### config.mk
export PLATFORM = sky130hd
export DESIGN_NAME = mss_exec
export DESIGN_NICKNAME = d
export VERILOG_FILES = /design/src/rtl/mss_pkg.sv /design/src/rtl/mss_alu.sv /design/src/rtl/mss_exec.sv
export SDC_FILE = /design/constraint.sdc
export NUM_CORES = 1
export LEC_CHECK = 0
export BUFFER_PORTS_ARGS = -buffer_cell sky130_fd_sc_hd__buf_4
export CAP_MARGIN = 20
export CORE_MARGIN = 4
export CORE_UTILIZATION = 48
export DETAILED_ROUTE_END_ITERATION = 6
export PLACE_DENSITY = 0.78
export SLEW_MARGIN = 10
export SYNTH_ARGS = -nofsm -noshare
export SYNTH_HDL_FRONTEND = slang
export SYNTH_SLANG_ARGS = --single-unit
export TNS_END_PERCENT = 1
### constraint.sdc
create_clock -name clk -period 1.9 [get_ports clk]
set_input_delay 0.285 -clock clk [delete_from_list [all_inputs] [get_ports clk]]
set_output_delay 0.285 -clock clk [all_outputs]
set_load 0.1 [all_outputs]
### src/rtl/mss_pkg.sv
// package for the memory set and skip execution block
// assumes a core that issues one decoded instruction per cycle
package mss_pkg;
    localparam int MSS_DATA_W = 8;               // data memory word width
    localparam int MSS_ADDR_W = 6;               // data memory address width
    localparam int MSS_BIT_W = 3;                // bit select width
    localparam logic [7:0] MSS_ALL_ONES = 8'hFF; // fill pattern
    localparam logic [7:0] MSS_ONE = 8'h01;      // increment step
    localparam logic [7:0] MSS_ZERO = 8'h00;     // wrap value
    localparam logic [7:0] MSS_WORK_RST = 8'h00; // working register reset value
    localparam int MSS_SKIP_CYCLES = 2;          // taken skip length
    localparam int MSS_PLAIN_CYCLES = 1;         // normal length

    // operation selector
    typedef enum logic [2:0] {
        MSS_OP_NONE,
        MSS_OP_FILL,
        MSS_OP_BIT_SET,
        MSS_OP_INCR_SKIP,
        MSS_OP_INCR_WORK,
        MSS_OP_BIT_TEST
    } mss_op_t;

    // one issued instruction
    typedef struct packed {
        mss_op_t op;
        logic [5:0] addr;
        logic [2:0] bit_sel;
    } mss_instr_t;

    // flag group held by the core
    typedef struct packed {
        logic timeout;
        logic power_down;
        logic overflow;
        logic zero;
        logic aux_carry;
        logic carry;
    } mss_flags_t;
endpackage

### src/rtl/mss_alu.sv
// combinational result unit for the set and skip group
// assumes the memory byte is read in the same cycle as the instruction
`timescale 1ns/1ns
`default_nettype none
module mss_alu
    import mss_pkg::*;
(
    input wire mss_op_t op,
    input wire logic [7:0] mem_rd,
    input wire logic [2:0] bit_sel,
    output logic [7:0] result,
    output logic skip_cond,
    output logic mem_we,
    output logic work_we
);
    wire [7:0] bit_mask = MSS_ONE << bit_sel; // one hot select
    wire [7:0] incr = mem_rd + MSS_ONE;       // wraps naturally at 8 bits
    wire incr_zero = (incr == MSS_ZERO);
    wire bit_hit = (mem_rd & bit_mask) != MSS_ZERO;

    // result and strobe selection
    always_comb begin
        result = mem_rd;
        skip_cond = 1'b0;
        mem_we = 1'b0;
        work_we = 1'b0;
        case (op)
            MSS_OP_FILL: begin
                result = MSS_ALL_ONES;
                mem_we = 1'b1;
            end
            MSS_OP_BIT_SET: begin
                result = mem_rd | bit_mask;
                mem_we = 1'b1;
            end
            MSS_OP_INCR_SKIP: begin
                result = incr;
                mem_we = 1'b1;
                skip_cond = incr_zero;
            end
            MSS_OP_INCR_WORK: begin
                result = incr;
                work_we = 1'b1;
                skip_cond = incr_zero;
            end
            MSS_OP_BIT_TEST: begin
                skip_cond = bit_hit;
            end
            default: begin
                result = mem_rd;
            end
        endcase
    end
endmodule // mss_alu
`default_nettype wire

### src/rtl/mss_exec.sv
// execution stage for fill, bit set, increment skip and bit test
// assumes a single port data memory with same cycle combinational read
// and a fetch unit that honours flush and stall
`timescale 1ns/1ns
`default_nettype none
// How it works
// - fill writes all ones into byte
// - bit set forces only chosen bit
// - increment writes back, skips on wrap
// - taken skip flushes prefetch, adds dummy
// - untaken skip finishes in one cycle
// - working variant writes register, memory untouched
// - working variant skips when sum zero
// - bit test skips when bit set
module mss_exec
    import mss_pkg::*;
(
    input wire logic clk,
    input wire logic rst_n,
    input wire mss_instr_t instr,     // decoded instruction, same clock
    input wire logic instr_valid,     // instruction issued this cycle
    input wire logic [7:0] mem_rd_data,
    input wire mss_flags_t flags_in,  // current status flags
    output logic [5:0] mem_addr,
    output logic [7:0] mem_wr_data,
    output logic mem_wr_en,
    output logic [7:0] working_register,
    output mss_flags_t flags_out,
    output logic flush,               // discard prefetched instruction
    output logic busy                 // dummy cycle in progress
);
    // two states: normal execute, or the dummy cycle after a taken skip
    typedef enum logic {MSS_EXEC, MSS_DUMMY} mss_state_t;

    mss_state_t state_r, state_nxt;
    logic [7:0] work_r, work_nxt;      // working register
    logic [7:0] wdata_r;               // registered memory write data
    logic [5:0] waddr_r;               // registered memory address
    logic wen_r;                       // registered write strobe
    mss_flags_t flags_r;               // flag copy, never altered here

    logic [7:0] result;
    logic skip_cond, alu_mem_we, alu_work_we;

    // an instruction only acts outside the dummy cycle
    wire issue = instr_valid && (state_r == MSS_EXEC);
    wire mss_op_t op_eff = issue ? instr.op : MSS_OP_NONE;
    wire skip_taken = issue && skip_cond;

    mss_alu u_alu (
        .op(op_eff),
        .mem_rd(mem_rd_data),
        .bit_sel(instr.bit_sel),
        .result(result),
        .skip_cond(skip_cond),
        .mem_we(alu_mem_we),
        .work_we(alu_work_we)
    );

    // next state: a taken skip costs exactly one extra cycle
    always_comb begin
        state_nxt = MSS_EXEC;
        case (state_r)
            MSS_EXEC: state_nxt = skip_taken ? MSS_DUMMY : MSS_EXEC;
            MSS_DUMMY: state_nxt = MSS_EXEC;
            default: state_nxt = MSS_EXEC;
        endcase
    end

    // working register only moves for the working variant
    assign work_nxt = alu_work_we ? result : work_r;

    // state and datapath registers
    always_ff @(posedge clk) begin
        if (!rst_n) begin
            state_r <= MSS_EXEC;
            work_r <= MSS_WORK_RST;
            wdata_r <= MSS_ZERO;
            waddr_r <= '0;
            wen_r <= 1'b0;
            flags_r <= '0;
        end else begin
            state_r <= state_nxt;
            work_r <= work_nxt;
            wdata_r <= result;
            waddr_r <= instr.addr;
            wen_r <= alu_mem_we;
            flags_r <= flags_in;
        end
    end

    // read address is live so the memory byte arrives in the issue cycle;
    // the write lands one edge later, which keeps the read path clean
    assign mem_addr = wen_r ? waddr_r : instr.addr;
    assign mem_wr_data = wdata_r;
    assign mem_wr_en = wen_r;
    assign working_register = work_r;
    assign flags_out = flags_r;
    assign flush = skip_taken;
    assign busy = (state_r == MSS_DUMMY);

    // limitation: back to back issue into a pending write address is
    // the fetch unit's concern; the write port has priority

    skip_dummy_a: assert property (@(posedge clk) disable iff (!rst_n)
        skip_taken |=> busy ##1 !busy)
        else $error("taken skip did not add exactly one dummy cycle");
    no_skip_one_a: assert property (@(posedge clk) disable iff (!rst_n)
        (issue && !skip_cond) |=> !busy)
        else $error("untaken skip stalled");
    fill_ones_a: assert property (@(posedge clk) disable iff (!rst_n)
        (issue && instr.op == MSS_OP_FILL) |=> mem_wr_en && mem_wr_data == 8'hFF)
        else $error("fill did not write all ones");
    bit_set_a: assert property (@(posedge clk) disable iff (!rst_n)
        (issue && instr.op == MSS_OP_BIT_SET) |=> mem_wr_en &&
        mem_wr_data == ($past(mem_rd_data) | (8'h01 << $past(instr.bit_sel))))
        else $error("bit set wrote wrong value");
    incr_back_a: assert property (@(posedge clk) disable iff (!rst_n)
        (issue && instr.op == MSS_OP_INCR_SKIP) |=> mem_wr_en &&
        mem_wr_data == 8'($past(mem_rd_data) + 8'h01))
        else $error("increment write back wrong");
    incr_wrap_a: assert property (@(posedge clk) disable iff (!rst_n)
        (issue && instr.op inside {MSS_OP_INCR_SKIP, MSS_OP_INCR_WORK})
        |-> flush == (mem_rd_data == 8'hFF))
        else $error("increment skip decision wrong");
    work_only_a: assert property (@(posedge clk) disable iff (!rst_n)
        (issue && instr.op == MSS_OP_INCR_WORK) |=> !mem_wr_en &&
        working_register == 8'($past(mem_rd_data) + 8'h01))
        else $error("working variant touched memory or missed register");
    work_skip_a: assert property (@(posedge clk) disable iff (!rst_n)
        (issue && instr.op == MSS_OP_INCR_WORK && mem_rd_data != 8'hFF) |-> !flush)
        else $error("working variant skipped on nonzero");
    bit_test_a: assert property (@(posedge clk) disable iff (!rst_n)
        (issue && instr.op == MSS_OP_BIT_TEST) |-> flush == mem_rd_data[instr.bit_sel])
        else $error("bit test skip decision wrong");
    flags_hold_a: assert property (@(posedge clk) disable iff (!rst_n)
        1'b1 |=> flags_out == $past(flags_in))
        else $error("flags altered");

    skip_taken_c: cover property (@(posedge clk) disable iff (!rst_n) skip_taken ##1 busy);
    wrap_c: cover property (@(posedge clk) disable iff (!rst_n)
        issue && instr.op == MSS_OP_INCR_SKIP && mem_rd_data == 8'hFF);
    bit_test_c: cover property (@(posedge clk) disable iff (!rst_n)
        issue && instr.op == MSS_OP_BIT_TEST && !skip_cond);
    work_c: cover property (@(posedge clk) disable iff (!rst_n)
        issue && instr.op == MSS_OP_INCR_WORK);
    bit_set_c: cover property (@(posedge clk) disable iff (!rst_n)
        issue && instr.op == MSS_OP_BIT_SET && instr.bit_sel == 3'h7);

    // the write must land on the byte that was read in the issue cycle;
    // the address is held in waddr_r, so a slip here would corrupt a
    // neighbouring byte without any visible error on the data path
    write_addr_a: assert property (@(posedge clk) disable iff (!rst_n)
        (issue && alu_mem_we) |=>
        mem_wr_en && mem_addr == $past(instr.addr))
        else $error("write went to the wrong address");

    // the dummy cycle never starts a write of its own; only the write
    // of the skipping instruction itself may still be landing there
    dummy_no_write_a: assert property (@(posedge clk) disable iff (!rst_n)
        busy |=> !mem_wr_en)
        else $error("dummy cycle produced a write");

    // a flush must only come from an instruction that was really taken;
    // an offered instruction inside the dummy cycle is refused entirely
    flush_issue_a: assert property (@(posedge clk) disable iff (!rst_n)
        flush |-> (issue && !busy))
        else $error("flush without an accepted instruction");

    // the bit test only reads: neither the byte nor the working
    // register may move because of it
    test_read_only_a: assert property (@(posedge clk) disable iff (!rst_n)
        (issue && instr.op == MSS_OP_BIT_TEST) |=>
        !mem_wr_en && $stable(working_register))
        else $error("bit test changed state");

    // memory variants must leave the working register alone; only the
    // working variant is allowed to load it
    mem_ops_keep_a: assert property (@(posedge clk) disable iff (!rst_n)
        (issue && instr.op inside {MSS_OP_FILL, MSS_OP_BIT_SET, MSS_OP_INCR_SKIP}) |=>
        $stable(working_register))
        else $error("memory variant changed the working register");

    // the working variant must skip when the byte wraps; the partner
    // assertion above only covers the nonzero side of the decision
    work_wrap_a: assert property (@(posedge clk) disable iff (!rst_n)
        (issue && instr.op == MSS_OP_INCR_WORK && mem_rd_data == 8'hFF) |-> flush)
        else $error("working variant missed the skip on wrap");

    // a taken skip on the working variant still loads the register
    work_wrap_load_a: assert property (@(posedge clk) disable iff (!rst_n)
        (issue && instr.op == MSS_OP_INCR_WORK && mem_rd_data == 8'hFF) |=>
        working_register == MSS_ZERO)
        else $error("working variant lost the wrapped value");
endmodule // mss_exec
`default_nettype wire

# Yosys cells after proc, flatten, opt, wreduce, memory -nomap -nowiden
# Index checks and enable logic that the tools add are counted.
[classes]
addsub = 1
eq_ne = 5
n_shift = 1
mux = 8
bitwise = 3
n_reduce_logical = 6
[op_table]
columns = ["operator", "n"]
rows = [
  ["$pmux W8 S3", 1],
  ["$add A8 B1 Y8 const B", 1],
  ["$and A8 B8 Y8", 1],
  ["$logic_not A8 Y1", 1],
  ["$or A8 B8 Y8", 1],
  ["$reduce_bool A8 Y1", 1],
  ["$shl A1 B3 Y8 const A", 1],
  ["$eq A3 B2 Y1 const B", 2],
  ["$eq A3 B3 Y1 const B", 2],
  ["$mux W6", 1],
  ["$pmux W1 S2", 2],
  ["$eq A3 B1 Y1 const B", 1],
  ["$mux W1", 3],
  ["$mux W3", 1],
  ["$reduce_or A3 Y1", 1],
  ["$logic_and A1 B1 Y1", 2],
  ["$reduce_or A2 Y1", 1],
  ["$not A1 Y1", 1],
]
[word_totals]
register_bits = 30
inputBits = 29
out_inout_bits = 31
wordCells = 35

# Longest topological paths before layout
[depth]
word_depth = 9
mapped_depth = 6
ltp_nobuf = 6

# Modules after synthesis
# Synthesis repeated with hierarchy kept, for this count alone.
[hier_totals]
hier_cells = 204
area_unflattened_um2 = 1883.1
[modules_own_cells]
columns = ["mod", "instances", "cells_each", "area_each_um2", "seq_area_each_um2"]
rows = [
  ["mss_exec", 1, 84, 1024.7, 600.6],
  ["mss_alu", 1, 120, 858.3, 0.0],
]

# Worst setup path after synthesis
# Ideal clock, no wire load.
[synth_path]
path_kind = "reg2out"
startpoint = "register state_r, in the netlist busy"
endpoint = "output flush"
t_arrival_ps = 2019
required_ps = 1615
slack_ps = -404
path_stages_with_launch = 5
path_buffers = 0
cell_sequence = "dfxtp_1 -> nor2b_1 -> nand2_1 -> a2111oi_4 -> a32o_2"
[synth_between]
elab_chain_cells = 7
word_cells_on_any_way = 9
cone_classes = "eq/ne (3); mux (2); bitwise (1); reduce/logical (3)"
[synth_rtl]
columns = ["element", "line_no", "text"]
rows = [
  ["from (decl)", "mss_exec.sv:35", "mss_state_t state_r, state_nxt;"],
  ["from (signal assigned)", "mss_exec.sv:83", "state_r <= state_nxt;"],
  ["$not A1 Y1 *", "mss_exec.sv:46", "wire issue = instr_valid && (state_r == MSS_EXEC);"],
  ["$logic_and A1 B1 Y1 *", "mss_exec.sv:46", ""],
  ["$mux W3", "mss_exec.sv:47", "wire mss_op_t op_eff = issue ? instr.op : MSS_OP_NONE;"],
  ["$eq A3 B2 Y1 / $eq A3 B3 Y1 (equally long branches)", "mss_alu.sv:27", "case (op)"],
  ["$reduce_or A2 Y1 (no line)", "n/a", ""],
  ["$pmux W1 S2", "mss_alu.sv:27", ""],
  ["$logic_and A1 B1 Y1 *", "mss_exec.sv:48", "wire skip_taken = issue && skip_cond;"],
  ["to (decl)", "mss_exec.sv:29", "output logic flush,"],
]
# Mark *: on every way between the ends. The rest lies on a longest branch, timed or not.

# Worst setup path after layout
[layout_path]
startpoint = "input mem_rd_data[4]"
endpoint = "output flush"
[layout_between]
elab_chain_cells = 4
word_cells_on_any_way = 6
cone_classes = "add/sub (1); mux (1); bitwise (1); reduce/logical (3)"
[layout_rtl]
columns = ["element", "line_no", "text"]
rows = [
  ["from (decl)", "mss_exec.sv:22", "input wire logic [7:0] mem_rd_data,"],
  ["$add A8 B1 Y8 / $and A8 B8 Y8 (equally long branches)", "mss_alu.sv:17, mss_alu.sv:19", ""],
  ["$logic_not A8 Y1 / $reduce_bool A8 Y1 (equally long branches)", "mss_alu.sv:18, mss_alu.sv:19", ""],
  ["$pmux W1 S2 *", "mss_alu.sv:27", ""],
  ["$logic_and A1 B1 Y1 *", "mss_exec.sv:48", ""],
]
# Marks and branches as above.

==> out/metrics.cfg <==
[critical_path]
required_ns=1.62
cp-end-kind=primary output
crit_top_cell=nand2_2
crit_chain=buf_6 > buf_4 > mux4_2 > nand2_2 > nand2_2 > a32o_4 > buf_12
crit_type=in -> out
crit_family=multiplexers
slowest_delay_ns=0.48
worstSetupStartpointType=input port
rrSetupSlack_ns=0.31
cp_num_buf_inv=3
rr_worst_depth=6
slowest_stage=mux4_2
cp_max_fo=5
crit_path_start=mem_rd_data[4]
r2r-end=mem_wr_data[6]
r2r-start=busy
cp_data_arrival_time_ns=1.65

[final_layout]
area_delta_synth_final_pct=52.5
utilization_pct=76.8
fin_cells=291
num_antenna_cells=0
drive_gt1_share_pct=50.2
nNetsFinal=278
fillCellCount=237

[pwr]
total_power_uw=1620
p_clk_share_pct=20.9
switching_share_pct=38.6
p_int_uw=997
seqPwrFrac_pct=41.5
p_leak_uw=0.00112
p_sw_uw=627
combPwrFrac_pct=37.6
p_per_area_nw_per_um2=687
vdd_drop_max_uv=280

[sta]
worst_slack_ns=-0.0359
grt_setup_unrepaired=yes
worst_slew_pin_slew_ns=0.379
fmax_ghz=0.517
relSlewSlack_pct=74.6
setup_viol=1
period_share_pct=102
slew_violations=0
fin_hold_ws_ns=0.161
fin_skew_ns=0.00459
period_needed_ns=1.94
hold_viol_final=0

[cts]
clock_path_buffers=2
cts_root_buffer=clkbuf_4
h-tree-depth=2
numClockSinks=30
cts_buffers=5
holdBufCountCts=0
clkTransAtPathRegs_ns=0.09
clk_latency_ns=0.32
tritoncts=yes

[synthesis]
ys_top_cells_by_count=dfxtp_1, and2_1, nand2_1
synth-compound-area-share_pct=22.1
synth_top_area_share_pct=38.7
synth_flop_cell=dfxtp_1
synth_edf_count=0
yosys-top-cells-area=dfxtp_1, and2_1, mux2_2
yosysSeqAreaShare_pct=38.7
synthArstFlopShare_pct=0
syn_area_um2=1550
synth_cell_types=39
synth_adder_area_share_pct=1.61
synthSimpleGateAreaFrac_pct=17.7
syn_nets=192
synth.area.mux_share_pct=9.20
synth-xor-area-share_pct=5.08
netlist_instances=161
yosys.area.top_type=dfxtp_1
postSynthAreaPerCell_um2=9.63
synth_top_family_by_area=compound AO/OA/AOI/OAI gates
yosysWarnings=0
ys_ff_latch=30
post-synth-top-count-cell=dfxtp_1

[placed_design]
dp_worst_setup_slack_ns=-0.181
place_inst=281
hpwl_um=3470
numPortBuffers=59
gp_congestion=0.919

[die]
die_x_um=64.8
top_level_ports=60
core_um2=3080
start_util_pct=50.4
die-area_um2=4200
fp-row-count=20
die_h_um=64.8

[route]
wirelength_um=4410
drt-initial-drc-count=56
postRouteAntennaNets=0
drc_errors=0
via_per_inst=5.47
firstDrtPassIters=4
wire_per_inst_um=15.2
dr_total_vias=1591

[worst_hold_path]
min_path_cells=2
min_path_type=in -> reg
whs_endpoint=flags_out[5]
min-delay-start=flags_in[5]

[outcome]
violations=negative setup slack
outcome=finished with violations

[global_routing]
grt_usage_pct=22.4
antenna_found_initial=0
grt-ovfl-total=0
grt_max_degree=24
grt_pass1_wl_um=7360
grt_pass1_vias=1634

[run]
max-cap-violations=0

logic make-up after synthesis:
family,after synthesis
AOI/OAI and AO/OA,43
muxes,9
and+or+nand+nor,49
DFF,30
adders and majority gates,2
buffers and inverters,19
xor gates and xnor gates,9
layout by cell type (no fill, tap or decap), drive strengths merged, types with 2 or more instances in the layout:
master and count:
clkbuf 5, mux2 6, nand3 4, nand2 10, o21ai 6, dfxtp 30
and2 13, o221ai 6, a21oi 5, xnor2 6, o211a 6, ha 2
nor2 9, clkinv 2, a22o 6, xor2 3, o21a 2, inv 8
mux4 3, nand2b 4, buf 90, a31oi 9
metrics by stage:
step                cell area (um2)  setup TNS (ns)
finish                         2360         -0.0359
CTS                            2350         -0.0390
global route                   2360         -0.0877
global placement               2210          -0.150
floorplan                      1560          -0.134
detailed placement             2210          -0.198
how the worst max path moves through the flow:
stage / endpoint / slack, ns / depth (start not counted)
detailed placement: flush / -0.18 / 7
floorplan: flush / -0.08 / 5
CTS: flush / -0.04 / 6
global route: flush / -0.09 / 6
finish: flush / -0.04 / 7
global placement: flush / -0.15 / 6
power by group through the flow:
stage	Combinational (uW)	Sequential (uW)	Clock, uW
floorplan	218	874	0
finish	611	673	339
global placement	575	686	0
detailed placement	585	689	0
global route	639	678	387
CTS	605	674	354
flip-flops by register name (all words and copies together) (netlist names):
register	flops
busy	1
flags_out	6
mem_wr_data	8
mem_wr_en	1
waddr_r	6
working_register	8
layout make-up:
| type | instances | area, um2 | area share, % |
|---|---|---|---|
| tap | 44 | 55.1 | 2.33 |
| multi-input combinational | 112 | 915 | 38.7 |
| inverter | 8 | 30.0 | 1.27 |
| sequential | 30 | 603 | 25.5 |
| clock inverter | 2 | 10.0 | 0.423 |
| clock buffer | 5 | 37.5 | 1.59 |
| timing repair buffer | 90 | 714 | 30.2 |
timing repair:
item                                   4_1_cts  5_1_grt
setup buffers                                2        1
pin swaps                                    8        3
setup endpoints to repair                    1        1
endpoints found under the hold margin        0        0
gates resized for setup                     21        2
routing by layer:
metal	up-vias	track usage, %	share of wire, %
li1	756	-	-
met1	754	24.0	38
met2	69	40.4	52
met3	12	6.07	8.0
met4	0	10.3	2.2
met5	-	0	0
(Power assumes the default switching activity.)
